<file path="config.mk">
export PLATFORM = sky130hd
export DESIGN_NAME = opst_top
export DESIGN_NICKNAME = d
export VERILOG_FILES = /design/src/opst_pkg.sv /design/src/opst_top.sv /design/src/opst_edge.sv /design/src/opst_sync.sv
export SDC_FILE = /design/constraint.sdc
export NUM_CORES = 1
export LEC_CHECK = 0
export BUFFER_PORTS_ARGS = -buffer_cell sky130_fd_sc_hd__buf_2
export CAP_MARGIN = 20
export CORE_AREA = 2 2 123 137
export DETAILED_ROUTE_END_ITERATION = 16
export DIE_AREA = 0 0 125 139
export PLACE_DENSITY = 0.55
export SLEW_MARGIN = 20
export SYNTH_ARGS = -nofsm -noshare
export SYNTH_HDL_FRONTEND = slang
export SYNTH_HIERARCHICAL = 1
export SYNTH_SLANG_ARGS = --single-unit
</file>
<file path="constraint.sdc">
create_clock -name clk -period 4.1 [get_ports clk]
set_input_delay 0 -clock clk [delete_from_list [all_inputs] [get_ports clk]]
set_output_delay 0 -clock clk [all_outputs]
set_load 0.02 [all_outputs]
</file>
<file path="src/opst_pkg.sv">
// Constants for the operation status group and trigger state logic.
// Assumes a command decoder upstream that delivers one-cycle command strobes.
package opst_pkg;
   localparam int          REG_W            = 16;
   localparam int          SB_W             = 8;
   localparam logic [15:0] OP_REG_RESET     = 16'h0000;
   localparam logic [15:0] OP_VALID_MASK    = 16'h07BE;
   localparam int          BIT_RESULT_BUFFER_THREE_FULL         = 10;
   localparam int          BIT_RESULT_BUFFER_TWO_FULL         = 9;
   localparam int          BIT_RESULT_BUFFER_ONE_FULL         = 8;
   localparam int          BIT_CORRECTION_IN_PROGRESS         = 7;
   localparam int          BIT_WAIT         = 5;
   localparam int          BIT_MEASURING_FLAG         = 4;
   localparam int          BIT_ACQ          = 3;
   localparam int          BIT_RANGING_FLAG         = 2;
   localparam int          BIT_SETTLING_FLAG         = 1;
   localparam int          SB_OPER_BIT      = 7;
   localparam logic        CONT_POWERUP     = 1'b1;
   localparam logic        CONT_DEV_RESET   = 1'b0;
   localparam int          RESULT_WORDS     = 3;
   localparam int          RW_STATUS        = 0;
   localparam int          RW_PRIMARY       = 1;
   localparam int          RW_SECONDARY     = 2;
   localparam int          RES_W            = 32;

   typedef enum logic [1:0] {
      OPST_SRC_IMM,
      OPST_SRC_BUS,
      OPST_SRC_EXT
   } opst_src_t;

   typedef enum logic [1:0] {
      OPST_IDLE,
      OPST_WAIT_TRIG,
      OPST_MEASURE,
      OPST_DONE
   } opst_state_t;
endpackage

</file>
<file path="src/opst_top.sv">
// Operation status register group and measurement trigger state logic.
// Assumes a command decoder on clk presenting one-cycle strobes and values
// already converted from decimal weight sums to binary words.
//
// Summary of operation
// - Condition register mirrors live state; reading it changes nothing.
// - Fixed transition filter latches each detected change as sticky event bit.
// - Event AND enable, any set bit raises operation summary bit.
// - Event query returns contents then clears every event bit.
// - Clear-status command clears event register.
// - Power-up clears event and enable registers.
// - Enable register read/write; after power-up only a write of zero clears it.
// - Host values are weight sums, handled as plain binary words here.
// - Bits 15..11, 6 and 0 read zero in condition and event.
// - Bit 7 high during correction; event on correction completion.
// - Bit 5 high while awaiting trigger; event on entering wait.
// - Bit 4 follows end-of-measurement pin; event on measurement done.
// - Bit 3 follows acquisition pin; event on acquisition done.
// - Bit 2 high while ranging; event when range established.
// - Bit 1 high during trigger delay; event when delay elapsed.
// - Continuous off: stay idle after one measurement, ignore triggers.
// - Initiate moves idle to trigger-waiting.
// - Device reset clears continuous mode; power-up sets it.
// - External source: handler trigger acts like bus trigger.
// - Bus source: device trigger starts one measurement, returns result.
// - Result order is status, primary value, secondary value.
// - Blocking read defers later commands until result fully stored.
// - Operation summary drives status byte bit 7.
module opst_top (
   input  wire logic                   clk,                  // 200 MHz clock
   input  wire logic                   rst,                  // Power-on reset
   input  wire logic                   cmd_dev_reset,        // Device reset pulse
   input  wire logic                   cmd_clear_status,     // Clear-status pulse
   input  wire logic                   cmd_cond_read,        // Condition query
   input  wire logic                   cmd_event_read,       // Event query
   input  wire logic                   cmd_enable_write,     // Enable write
   input  wire logic                   cmd_enable_read,      // Enable query
   input  wire logic [15:0]            cmd_wdata,            // Write value
   input  wire logic                   cmd_init,             // Initiate
   input  wire logic                   cmd_abort,            // Abort to idle
   input  wire logic                   cmd_cont_write,       // Set continuous
   input  wire logic                   cmd_cont_value,       // Continuous value
   input  wire logic                   cmd_src_write,        // Set trigger source
   input  wire opst_pkg::opst_src_t    cmd_src_value,        // Trigger source
   input  wire logic                   cmd_bus_trigger,      // Trigger command
   input  wire logic                   cmd_dev_trigger,      // Device-trigger
   input  wire logic                   cmd_read_query,       // Blocking read
   input  wire logic                   cmd_valid,            // Next command offered
   output logic                        cmd_ready,            // Command accepted
   output logic [15:0]                 rd_data,              // Query answer
   output logic                        rd_valid,             // Answer strobe
   input  wire logic                   handler_trigger,      // Handler trigger pin
   input  wire logic                   handler_end_of_measurement, // Measuring pin
   input  wire logic                   handler_acquiring,    // Acquisition pin
   input  wire logic                   correction_active,    // Correction running
   input  wire logic                   correction_done,      // Correction done
   input  wire logic                   ranging_active,       // Range switching
   input  wire logic                   range_done,           // Range established
   input  wire logic                   settling_active,      // Trigger delay running
   input  wire logic                   settle_done,          // Delay elapsed
   input  wire logic                   result_buffer_one_full_full,            // Result buffer one full
   input  wire logic                   result_buffer_two_full_full,            // Result buffer two full
   input  wire logic                   result_buffer_three_full_full,            // Result buffer three full
   output logic                        measuring_flag_start,           // Start measurement
   input  wire logic                   measuring_flag_done,            // Measurement done
   input  wire logic [31:0]            measuring_flag_status,          // Measurement status
   input  wire logic [31:0]            measuring_flag_primary,         // Primary value
   input  wire logic [31:0]            measuring_flag_secondary,       // Secondary value
   output logic [31:0]                 res_data,             // Result word
   output logic                        res_valid,            // Result word strobe
   output logic                        res_last,             // Last result word
   output logic                        operation_summary_bit // Status byte bit 7
);
   ////////////////////////////////////////////////////////////////////////////
   logic              trig_s;
   logic              eom_s;
   logic              acq_s;
   logic              trig_s_q;
   logic              eom_s_q;
   logic              acq_s_q;
   logic [15:0]       cond;
   logic [15:0]       done;
   logic [15:0]       hit;
   logic [15:0]       event_q;
   logic [15:0]       event_d;
   logic [15:0]       enable_q;
   logic              cont_q;
   logic              blocking_q;
   logic              reply_q;
   logic [1:0]        word_q;
   logic [31:0]       res_q;
   logic              res_valid_q;
   logic              res_last_q;
   logic [15:0]       rd_q;
   logic              rd_valid_q;
   logic              ext_edge;
   logic              trigger;
   logic              enter_wait;
   logic              measuring_flag_done_q;
   opst_pkg::opst_src_t  src_q;
   opst_pkg::opst_state_t state_q;
   opst_pkg::opst_state_t state_d;

   opst_sync u_sync_trig (.clk(clk), .rst(rst), .d(handler_trigger), .q(trig_s));
   opst_sync u_sync_eom  (.clk(clk), .rst(rst), .d(handler_end_of_measurement), .q(eom_s));
   opst_sync u_sync_acq  (.clk(clk), .rst(rst), .d(handler_acquiring), .q(acq_s));

   always_ff @(posedge clk) begin
      if (rst) begin
         trig_s_q    <= 1'b0;
         eom_s_q     <= 1'b0;
         acq_s_q     <= 1'b0;
         measuring_flag_done_q <= 1'b0;
      end else begin
         trig_s_q    <= trig_s;
         eom_s_q     <= eom_s;
         acq_s_q     <= acq_s;
         measuring_flag_done_q <= measuring_flag_done;
      end
   end

   ////////////////////////////////////////////////////////////////////////////
   // Condition assembly
   // unused bits forced zero
   assign cond[15:11] = 5'h00;
   assign cond[6]     = 1'b0;
   assign cond[0]     = 1'b0;
   assign cond[opst_pkg::BIT_RESULT_BUFFER_THREE_FULL] = result_buffer_three_full_full;
   assign cond[opst_pkg::BIT_RESULT_BUFFER_TWO_FULL] = result_buffer_two_full_full;
   assign cond[opst_pkg::BIT_RESULT_BUFFER_ONE_FULL] = result_buffer_one_full_full;
   assign cond[opst_pkg::BIT_CORRECTION_IN_PROGRESS] = correction_active;
   assign cond[opst_pkg::BIT_WAIT] = (state_q == opst_pkg::OPST_WAIT_TRIG);
   assign cond[opst_pkg::BIT_MEASURING_FLAG] = eom_s;
   assign cond[opst_pkg::BIT_ACQ]  = acq_s;
   assign cond[opst_pkg::BIT_RANGING_FLAG] = ranging_active;
   assign cond[opst_pkg::BIT_SETTLING_FLAG] = settling_active;

   // Completion pulses; waiting bit is caught by the rising edge alone
   assign done[15:11] = 5'h00;
   assign done[10:8]  = 3'h0;
   assign done[opst_pkg::BIT_CORRECTION_IN_PROGRESS] = correction_done;
   assign done[6]     = 1'b0;
   assign done[opst_pkg::BIT_WAIT] = 1'b0;
   assign done[opst_pkg::BIT_MEASURING_FLAG] = eom_s_q & ~eom_s;
   assign done[opst_pkg::BIT_ACQ]  = acq_s_q & ~acq_s;
   assign done[opst_pkg::BIT_RANGING_FLAG] = range_done;
   assign done[opst_pkg::BIT_SETTLING_FLAG] = settle_done;
   assign done[0]     = 1'b0;

   opst_edge u_edge (.clk(clk), .rst(rst), .cond(cond), .done(done), .hit(hit));

   ////////////////////////////////////////////////////////////////////////////
   // Event and enable registers
   // query and clear-status clear; new hits win over the clear
   assign event_d = ((cmd_event_read | cmd_clear_status) ? opst_pkg::OP_REG_RESET : event_q)
                    | hit;

   always_ff @(posedge clk) begin
      if (rst) begin
         event_q  <= opst_pkg::OP_REG_RESET;
         enable_q <= opst_pkg::OP_REG_RESET;
      end else begin
         event_q <= event_d & opst_pkg::OP_VALID_MASK;
         if (cmd_enable_write) begin
            enable_q <= cmd_wdata;
         end
      end
   end

   assign operation_summary_bit = |(event_q & enable_q);

   // read returns live condition without side effect
   // answers are the binary weight sum
   always_ff @(posedge clk) begin
      if (rst) begin
         rd_q       <= opst_pkg::OP_REG_RESET;
         rd_valid_q <= 1'b0;
      end else begin
         rd_valid_q <= cmd_cond_read | cmd_event_read | cmd_enable_read;
         if (cmd_cond_read) begin
            rd_q <= cond;
         end else if (cmd_event_read) begin
            rd_q <= event_q;
         end else if (cmd_enable_read) begin
            rd_q <= enable_q;
         end
      end
   end

   assign rd_data  = rd_q;
   assign rd_valid = rd_valid_q;

   ////////////////////////////////////////////////////////////////////////////
   // Trigger state machine
   assign ext_edge = trig_s & ~trig_s_q;
   // device-trigger counts only on bus source
   assign trigger  = (src_q == opst_pkg::OPST_SRC_IMM) |
                     ((src_q == opst_pkg::OPST_SRC_BUS) & (cmd_bus_trigger | cmd_dev_trigger)) |
                     ((src_q == opst_pkg::OPST_SRC_EXT) & (ext_edge | cmd_bus_trigger));

   always_comb begin
      state_d = state_q;
      case (state_q)
         opst_pkg::OPST_IDLE: begin
            if (cmd_init | cont_q | cmd_read_query) begin
               state_d = opst_pkg::OPST_WAIT_TRIG;
            end
         end
         opst_pkg::OPST_WAIT_TRIG: begin
            if (trigger) begin
               state_d = opst_pkg::OPST_MEASURE;
            end
         end
         opst_pkg::OPST_MEASURE: begin
            if (measuring_flag_done) begin
               state_d = opst_pkg::OPST_DONE;
            end
         end
         opst_pkg::OPST_DONE: begin
            state_d = cont_q ? opst_pkg::OPST_WAIT_TRIG : opst_pkg::OPST_IDLE;
         end
         default: begin
            state_d = opst_pkg::OPST_IDLE;
         end
      endcase
      if (cmd_abort) begin
         state_d = opst_pkg::OPST_IDLE;
      end
   end

   assign enter_wait = (state_d == opst_pkg::OPST_WAIT_TRIG) &
                       (state_q != opst_pkg::OPST_WAIT_TRIG);
   assign measuring_flag_start = (state_q == opst_pkg::OPST_WAIT_TRIG) & trigger & ~cmd_abort;

   always_ff @(posedge clk) begin
      if (rst) begin
         state_q <= opst_pkg::OPST_IDLE;
         cont_q  <= opst_pkg::CONT_POWERUP;
         src_q   <= opst_pkg::OPST_SRC_IMM;
      end else begin
         state_q <= state_d;
         if (cmd_dev_reset) begin
            cont_q  <= opst_pkg::CONT_DEV_RESET;
            src_q   <= opst_pkg::OPST_SRC_IMM;
            state_q <= opst_pkg::OPST_IDLE;
         end else begin
            if (cmd_cont_write) begin
               cont_q <= cmd_cont_value;
            end
            if (cmd_src_write) begin
               src_q <= cmd_src_value;
            end
         end
      end
   end

   ////////////////////////////////////////////////////////////////////////////
   // Result return and blocking read
   always_ff @(posedge clk) begin
      if (rst) begin
         blocking_q  <= 1'b0;
         reply_q     <= 1'b0;
         word_q      <= 2'h0;
         res_q       <= 32'h0000_0000;
         res_valid_q <= 1'b0;
         res_last_q  <= 1'b0;
      end else begin
         res_valid_q <= 1'b0;
         res_last_q  <= 1'b0;
         if (cmd_read_query) begin
            blocking_q <= 1'b1;
         end
         if (measuring_flag_start & (cmd_dev_trigger | blocking_q | cmd_read_query)) begin
            reply_q <= 1'b1;
         end
         if (reply_q & measuring_flag_done_q & (word_q == 2'h0)) begin
            word_q <= 2'h1;
         end
         if (word_q != 2'h0) begin
            res_valid_q <= 1'b1;
            if (word_q == 2'(opst_pkg::RW_STATUS + 1)) begin
               res_q  <= measuring_flag_status;
               word_q <= 2'h2;
            end else if (word_q == 2'(opst_pkg::RW_PRIMARY + 1)) begin
               res_q  <= measuring_flag_primary;
               word_q <= 2'h3;
            end else begin
               res_q      <= measuring_flag_secondary;
               res_last_q <= 1'b1;
               word_q     <= 2'h0;
               reply_q    <= 1'b0;
               blocking_q <= 1'b0;
            end
         end
      end
   end

   assign res_data  = res_q;
   assign res_valid = res_valid_q;
   assign res_last  = res_last_q;
   assign cmd_ready = ~blocking_q;
endmodule

</file>
<file path="src/opst_edge.sv">
// Rising-edge or completion-pulse detector for the event bits.
// Assumes both inputs are on clk.
module opst_edge (
   input  wire logic        clk,     // System clock
   input  wire logic        rst,     // Synchronous reset
   input  wire logic [15:0] cond,    // Condition bits
   input  wire logic [15:0] done,    // Completion pulses
   output logic      [15:0] hit      // Detected transitions
);
   logic [15:0] cond_q;

   always_ff @(posedge clk) begin
      if (rst) begin
         cond_q <= opst_pkg::OP_REG_RESET;
      end else begin
         cond_q <= cond;
      end
   end

   assign hit = ((cond & ~cond_q) | done) & opst_pkg::OP_VALID_MASK;
endmodule

</file>
<file path="src/opst_sync.sv">
// Two-flop synchroniser for a pin level.
// Assumes the pin is asynchronous to clk.
module opst_sync (
   input  wire logic clk,     // System clock
   input  wire logic rst,     // Synchronous reset
   input  wire logic d,       // Asynchronous level
   output logic      q        // Synchronised level
);
   logic s1_q;
   logic s2_q;

   always_ff @(posedge clk) begin
      if (rst) begin
         s1_q <= 1'b0;
         s2_q <= 1'b0;
      end else begin
         s1_q <= d;
         s2_q <= s1_q;
      end
   end

   assign q = s2_q;
endmodule

</file>
==> key figures, run 1 <==
Setup path
  – Crit path DAT: 2.03 ns
  – Flop2flop setup slack: 2.27 ns
  – Reg2reg path depth: 5
  – Crit. End Element: register
  – Critical path fanouts, max: 26
  – Origin of the critical flop-to-flop path: word_q[0]
  – Startpoint types: register
  – Crit path kind: reg2reg
  – Req. time, crit path: 4.30 ns
  – Reg-to-reg endpoint: res_data[13]

Layout
  – Layout area overhead: 41.9%
  – Finished Core Util: 0.411
  – Fin nets: 897
  – Fin cells: 956
  – Fin area: 6610 um2
  – Share of layout cells above drive strength 1: 0.292
  – Fillers: 1643

Clock network
  – Clock Latency Late Sink: 0.35 ns
  – CTS tree: built
  – Htree depth: 3
  – Clock transition at the registers of the reported paths: 0.07 ns
  – CTS root buf: clkbuf_16
  – Postcts setup bufs: 0
  – CTS buffer count: 9
  – Clock Sinks: 104
  – Max clock buf depth: 2

Timing
  – Post-layout min period: 1.83 ns
  – Slew @ Worst Pin: 0.740 ns
  – Final Cycle Share: 0.447
  – Unrepaired setup endpoints after global routing: false
  – Slew Viols, Final: 0
  – Setup slack after layout: 2.27 ns
  – Fmax: 545 MHz
  – Worst hold margin: 0.0154 ns
  – Setup violations, final: 0
  – Final TNS setup: 0 ns
  – Clk_skew: 0.00847 ns
  – Worst rel slew slack: 0.507
  – Count of final hold-check violations: 0

Placed design
  – Worst slack at placement: 1.94 ns
  – Placed cell area: 5760 um2
  – Post-DP HPWL: 8.24 mm
  – Placed insts: 885
  – Routability cong.: 0.706
  – I/O Buffers: 196

Hold path
  – Hold depth: 5
  – Min-Delay Endpoint: res_data[30]
  – Hold Startpoint: measuring_flag_status[30]
  – Worst Hold Class: in2reg

Drt
  – Top Metal Used: met4
  – Vias/cell: 4.39
  – Routed met2 length: 5.92 mm
  – First-pass DRT Iterations: 4
  – DRT antenna net count: 0
  – Iteration-0 DRC Markers: 92
  – DRC violations left: 0
  – DR WL met3: 802 um
  – DR vias: 4196
  – Wire length on met1: 5.30 mm
  – Final WL: 12.2 mm
  – WL per Instance: 12.7 um

Power and ir drop
  – Overall Power: 3.05 mW
  – P per Cell Area: 462 nW/um2
  – Worst ir drop on vdd: 0.182 mV
  – Leakage: 3.16 nW

Global route
  – Largest net degree at the start of global routing: 70
  – Initial antenna violation count: 1
  – First-pass GRT wire length: 19.8 mm
  – Total gr overflow: 0
  – Overall Global Routing Usage: 0.139
  – Vias in the first global route: 4066

Synthesis
  – Yosys warnings: 6
  – Mapped cell area: 4650 um2
  – Avg Inst Size Synth: 9.09 um2
  – Mapped Cells: 512

Floorplan
  – Cell Rows: 49
  – Core box area: 16100 um2
  – Initial core utilization: 0.290
  – I/O pin cnt: 198
  – Die Span Y: 139 um
  – Die Wd: 125 um
  – Die area: 17400 um2

Run status
  – Status: completed

Run
  – MaxCap Viol Count: 0
==> layout make-up <==
type                            count  area (um2)  area share
Multi-Input combinational cell    361        2380       0.360
Sequential cell                   104        2080       0.315
Timing Repair Buffer              251        1530       0.231
Tap cell                          204         255      0.0386
Clock buffer                       12         236      0.0358
Inverter                           18        67.6      0.0102
Clock inverter                      4        52.6     0.00796
Antenna cell                        2        5.00    0.000758
==> flip-flops by register name, indices dropped and copies added (netlist names), 2 cells and up <==
name,flops
state_q,2
u_edge/cond_q,9
res_data,32
enable_q,16
rd_data,16
word_q,2
event_q,9
src_q,2
==> cells in the final DEF, fill, tap and decap left out, drive strengths merged, types with 12 or more instances in the layout <==
cell,n
buf,198
dfxtp,104
mux2i,97
nor2,80
dlygate4sd3,53
nand2,49
o21ai,37
nor2b,21
inv,20
a21oi,19
clkbuf,12
==> critical path, stage by stage (launching register included) <==
cell and delay, ns:
dfxtp_1 0.34, inv_1 0.13, ha_2 0.44, buf_4 0.47, mux2i_1 0.24, nor2_1 0.05
==> worst max path at each step <==
stage / from / to / slack, ns / cells after the start
final: word_q[0] / res_data[13] / 2.27 / 5
after global routing: word_q[0] / res_data[15] / 2.08 / 5
after CTS: word_q[0] / res_data[15] / 1.92 / 6
after detailed placement: word_q[0] / res_data[15] / 1.94 / 6
after global placement: word_q[0] / res_data[18] / 1.94 / 6
after floorplan: word_q[0] / res_data[31] / 2.70 / 8
==> where the power goes <==
| part | total [mW] | internal (mW) | switching [mW] |
|---|---|---|---|
| sequential | 1.21 | 1.14 | 0.0649 |
| clock | 0.855 | 0.478 | 0.377 |
| combinational | 0.989 | 0.423 | 0.566 |
==> metal layers <==
| layer | vias up | track usage |
|---|---|---|
| li1 | 2202 | - |
| met3 | 9 | 0.0448 |
| met4 | 0 | 0.0404 |
| met2 | 112 | 0.243 |
| met5 | - | 0 |
| met1 | 1873 | 0.162 |
==> what timing repair did <==
item	in CTS	in global routing
gates resized for setup	0	0
hold buffers	53	0
hold endpoints to repair	57	0
No activity file was read; power rests on OpenSTA's default activity.
==> run 2: changes to the inputs <==
- clock period: 4.1 -> 1.7 ns (I/O delays scaled with it)
==> key figures, run 2 (synthesis results as in run 1) <==
Run status
  – Status: completed

Layout
  – FF/Latch Area: 2080 um2 (unchanged)
  – Finished Core Util: 0.419 (+0.00771)
  – Fin cells: 959 (+0.31%)
  – Most frequent cells in the layout: 195 x buf_2, 104 x dfxtp_1, 97 x mux2i_1
  – Layout area overhead: 44.6%
  – Fin area: 6730 um2 (+1.9%)
  – Largest register FFs: 32 (unchanged)
  – Share of layout cells above drive strength 1: 0.305 (+0.0130)
  – Area of the multi-input gates: 2360 um2 (-0.84%)
  – Most common cell after layout, fill and taps aside: buf_2
  – Fillers: 1634 (-0.55%)
  – Fin nets: 901 (+0.45%)

Drt
  – Final WL: 12.1 mm (-0.43%)
  – DR vias: 4205 (+0.21%)
  – Iteration-0 DRC Markers: 122 (+33%)
  – Vias/cell: 4.38 (about the same)
  – WL per Instance: 12.6 um (-0.74%)
  – First-pass DRT Iterations: 4 (unchanged)
  – DRC violations left: 0 (unchanged)
  – DRT antenna net count: 0 (unchanged)

Clock network
  – Clock Sinks: 104 (unchanged)
  – CTS root buf: clkbuf_16
  – Max clock buf depth: 2 (unchanged)
  – Clock Latency Late Sink: 0.34 ns (about the same)
  – CTS tree: built
  – Hold_buf cts: 49 (-7.5%)
  – CTS buffer count: 9 (unchanged)
  – Postcts setup bufs: 0 (unchanged)
  – Htree depth: 3 (unchanged)
  – Post-CTS Resized: 0 (unchanged)
  – Clock transition at the registers of the reported paths: 0.07 ns (about the same)

Setup path
  – Crit-path max cell delay: 0.35 ns (-0.12 ns)
  – Req. time, crit path: 1.70 ns (-2.60 ns)
  – Crit path cell chain: or3b_1 -> o311a_2 -> and3_1 -> buf_2
  – Cell family with most CP delay: simple AND/OR/NAND/NOR gates
  – Crit path kind: reg2out
  – Worst path bufs/invs: 1 (-1)
  – Crit. End Element: output pin
  – Crit path DAT: 1.56 ns (-0.47 ns)
  – Startpoint types: register
  – Critical path fanouts, max: 4 (-85%)
  – CP max-delay cell: dfxtp_1

Floorplan
  – Die Span Y: 139 um (unchanged)
  – Cell Rows: 49 (unchanged)
  – Initial core utilization: 0.290 (unchanged)
  – Die area: 17400 um2 (unchanged)
  – Die Wd: 125 um (unchanged)
  – I/O pin cnt: 198 (unchanged)
  – Core box area: 16100 um2 (unchanged)

Timing
  – Unrepaired setup endpoints after global routing: false
  – Clk_skew: 0.00558 ns (-0.00289 ns)
  – Count of final hold-check violations: 0 (unchanged)
  – Setup violations, final: 0 (unchanged)
  – Fmax: 639 MHz
  – Post-layout min period: 1.56 ns
  – Slew Viols, Final: 0 (unchanged)
  – Final Cycle Share: 0.920
  – Final TNS setup: 0 ns (unchanged)
  – Slew @ Worst Pin: 0.521 ns (-0.219 ns)
  – Worst rel slew slack: 0.652 (+0.145)

Global route
  – First-pass GRT wire length: 19.5 mm (-1.6%)
  – Overall Global Routing Usage: 0.136 (-0.00225)
  – Initial antenna violation count: 1 (unchanged)
  – Total gr overflow: 0 (unchanged)
  – Vias in the first global route: 4058 (-0.20%)
  – Largest net degree at the start of global routing: 36 (-49%)

Power and ir drop
  – Overall Power: 7.82 mW (+160%)
  – Leakage: 3.23 nW (+2.1%)
  – Worst ir drop on vdd: 0.473 mV (+160%)
  – P per Cell Area: 1160 nW/um2 (+150%)

Hold path
  – Worst Hold Class: in2reg

Placed design
  – Post-DP HPWL: 8.62 mm (+4.6%)
  – I/O Buffers: 196 (unchanged)
  – Placed cell area: 5880 um2 (+2.1%)
  – Placed insts: 893 (+0.90%)
  – Routability cong.: 0.759 (+7.4%)

Run
  – MaxCap Viol Count: 0 (unchanged)
run 2: power by group:
| group | switching (mW) | internal [mW] | total, mW |
|---|---|---|---|
| logic | 1.38 | 1.13 | 2.51 |
| registers | 0.151 | 2.75 | 2.90 |
| clock network | 0.924 | 1.48 | 2.41 |
run 2: layer usage:
| metal | vias to the layer above | part of all wire | track usage |
|---|---|---|---|
| met3 | 13 | 0.077 | 0.0463 |
| met5 | - | 0 | 0 |
| met4 | 0 | 0.013 | 0.0474 |
| met1 | 1854 | 0.43 | 0.159 |
| li1 | 2206 | - | - |
| met2 | 132 | 0.48 | 0.233 |
run 2: through the flow:
step | setup slack (ns) | hold WS, ns
final | 0.136 | 0.0128
after global routing | 0.0670 | 0.0282
after CTS | 0.118 | 0.00365
after detailed placement | 0.236 | 0.215
after global placement | 0.234 | 0.213
after floorplan | 0.299 | 0.0716
run 2: final timing paths:
path	from	end	slack (ns)	depth (start not counted)
worst max-delay path	src_q[0]	measuring_flag_start	0.14	4
worst min-delay path	cmd_src_write	src_q[1]	0.01	3
worst max register to register	word_q[0]	res_data[1]	0.24	7
worst min register to register	u_sync_eom/s1_q	u_sync_eom/q	0.44	1
run 2: tightest hold or removal path, cell delays in order:
cell and delay [ns]:
buf_2 0.11, mux2i_1 0.07, nor3_1 0.13
run 2: cell type report:
| type | instances | share of cell area |
|---|---|---|
| Inverter | 18 | 0.0100 |
| Multi-Input combinational cell | 361 | 0.350 |
| Clock buffer | 10 | 0.0355 |
| Tap cell | 204 | 0.0379 |
| Clock inverter | 6 | 0.0169 |
| Sequential cell | 104 | 0.309 |
| Antenna cell | 1 | 0.000372 |
| Timing Repair Buffer | 255 | 0.239 |
==> run 3: changes to the inputs <==
- CAP_MARGIN: 20 -> not set
- CTS_BUF_LIST: not set -> sky130_fd_sc_hd__clkbuf_4
==> key figures, run 3 (synthesis results as in run 1) <==
Run
  – MaxCap Viol Count: 0 (unchanged)

Hold path
  – Worst Hold Class: in2reg

Setup path
  – Startpoint types: register
  – Critical path fanouts, max: 3 (-1)
  – Crit path kind: reg2out
  – Crit path DAT: 1.65 ns (+0.09 ns)
  – Crit. End Element: output pin
  – Req. time, crit path: 1.70 ns (about the same)

Clock network
  – CTS root buf: clkbuf_4
  – Htree depth: 3 (unchanged)
  – CTS tree: built
  – Max clock buf depth: 2 (unchanged)
  – Clock Sinks: 104 (unchanged)
  – Clock Latency Late Sink: 0.48 ns (+0.14 ns)
  – CTS buffer count: 9 (unchanged)
  – Clock transition at the registers of the reported paths: 0.17 ns (+0.10 ns)

Drt
  – DRC violations left: 0 (unchanged)
  – Final WL: 14.5 mm (+20%)
  – First-pass DRT Iterations: 7 (+3)
  – Iteration-0 DRC Markers: 115 (-5.7%)
  – WL per Instance: 13.7 um (+8.3%)
  – DRT antenna net count: 0 (unchanged)
  – Vias/cell: 4.48 (+2.1%)
  – DR vias: 4755 (+13%)

Run status
  – Status: completed

Timing
  – Setup slack after layout: 0.0512 ns (-0.0849 ns)
  – Final Cycle Share: 0.970 (+0.0499)
  – Setup violations, final: 0 (unchanged)
  – Slew Viols, Final: 0 (unchanged)
  – Worst rel slew slack: 0.647 (-0.00427)
  – Final TNS setup: 0 ns (unchanged)
  – Count of final hold-check violations: 0 (unchanged)
  – Fmax: 607 MHz (-5.1%)
  – Clk_skew: 0.0137 ns (+0.00816 ns)
  – Slew @ Worst Pin: 0.527 ns (+0.00638 ns)
  – Worst hold margin: 0.0502 ns (+0.0374 ns)
  – Post-layout min period: 1.65 ns (+0.0849 ns)
  – Unrepaired setup endpoints after global routing: true

Placed design
  – Routability cong.: 0.759 (unchanged)
  – Worst slack at placement: 0.236 ns (unchanged)
  – I/O Buffers: 196 (unchanged)
  – Post-DP HPWL: 8.62 mm (unchanged)

Floorplan
  – Core box area: 16100 um2 (unchanged)
  – I/O pin cnt: 198 (unchanged)
  – Cell Rows: 49 (unchanged)
  – Die area: 17400 um2 (unchanged)
  – Die Span Y: 139 um (unchanged)
  – Die Wd: 125 um (unchanged)
  – Initial core utilization: 0.290 (unchanged)

Global route
  – Initial antenna violation count: 1 (unchanged)
  – Vias in the first global route: 4911 (+21%)
  – Total gr overflow: 0 (unchanged)
  – Largest net degree at the start of global routing: 36 (unchanged)
  – First-pass GRT wire length: 23.3 mm (+20%)
  – Overall Global Routing Usage: 0.165 (+0.0285)

Layout
  – Most frequent cells in the layout: 194 x buf_2, 151 x dlygate4sd3_1, 103 x dfxtp_1
  – Finished Core Util: 0.474 (+0.0553)
  – Share of layout cells above drive strength 1: 0.273 (-0.0320)
  – Largest register FFs: 32 (unchanged)
  – Fin nets: 1004 (+11%)
  – Fillers: 1521 (-6.9%)
  – Most common cell after layout, fill and taps aside: buf_2
  – Layout area overhead: 63.7%

Power and ir drop
  – P per Cell Area: 952 nW/um2 (-18%)
  – Overall Power: 7.25 mW (-7.2%)
  – Leakage: 3.61 nW (+12%)
  – Worst ir drop on vdd: 0.386 mV (-18%)
==> run 3: what timing repair did <==
action                                 in CTS  in global routing
endpoints found under the hold margin      89                  0
hold buffers                              151                  0
pin swaps                                   1                  1
resized for setup                           4                  3
setup endpoints to repair                   1                  1
setup buffers                               1                  0
gates cloned                                0                  0
==> run 3: cell type report <==
class / instances / area [um2] / area share
repair buffers: 358 / 2650 / 0.347
multi-input cells: 361 / 2380 / 0.312
flip-flops and latches: 104 / 2080 / 0.273
well taps: 204 / 255 / 0.0335
clock inverters: 7 / 118 / 0.0154
clock buffers: 9 / 67.6 / 0.00887
inverters: 18 / 67.6 / 0.00887
diodes: 1 / 2.50 / 0.000329
==> run 3: worst max-delay path: stages (launching register included) <==
cell,delay [ns]
dfxtp_2,0.38
or3b_4,0.38
o311a_4,0.13
and3_4,0.17
buf_6,0.12
==> run 3: power breakdown <==
group	leakage, nW	switching [mW]	internal (mW)
registers	0.852	0.153	2.75
clock network	0.0902	0.870	0.744
logic	2.66	1.45	1.29
==> run 3: stage by stage <==
stage	cell area [um2]	std cells
2_1_floorplan	4670	515
3_3_place_gp	5880	893
3_5_place_dp	5880	893
4_1_cts	7600	1061
5_1_grt	7620	1062
6_report	7620	1062
==> run 3: final timing paths <==
kind | from | endpoint | slack [ns] | depth (start not counted)
max reg2reg | word_q[0] | res_data[27] | 0.20 | 7
min reg2reg | u_sync_acq/s1_q | u_sync_acq/q | 0.46 | 1
max | src_q[0] | measuring_flag_start | 0.05 | 4
min | cmd_enable_write | enable_q[4] | 0.05 | 3
==> run 3: per-layer routing <==
layer  global-route usage  part of all wire  wire [um]  vias up
met5                    0                 0          0        -
met4               0.0743             0.029        419        0
met3               0.0475             0.059        859       36
met2                0.297              0.50       7250      156
met1                0.179              0.41       6010     2151
li1                     -                 -          -     2412
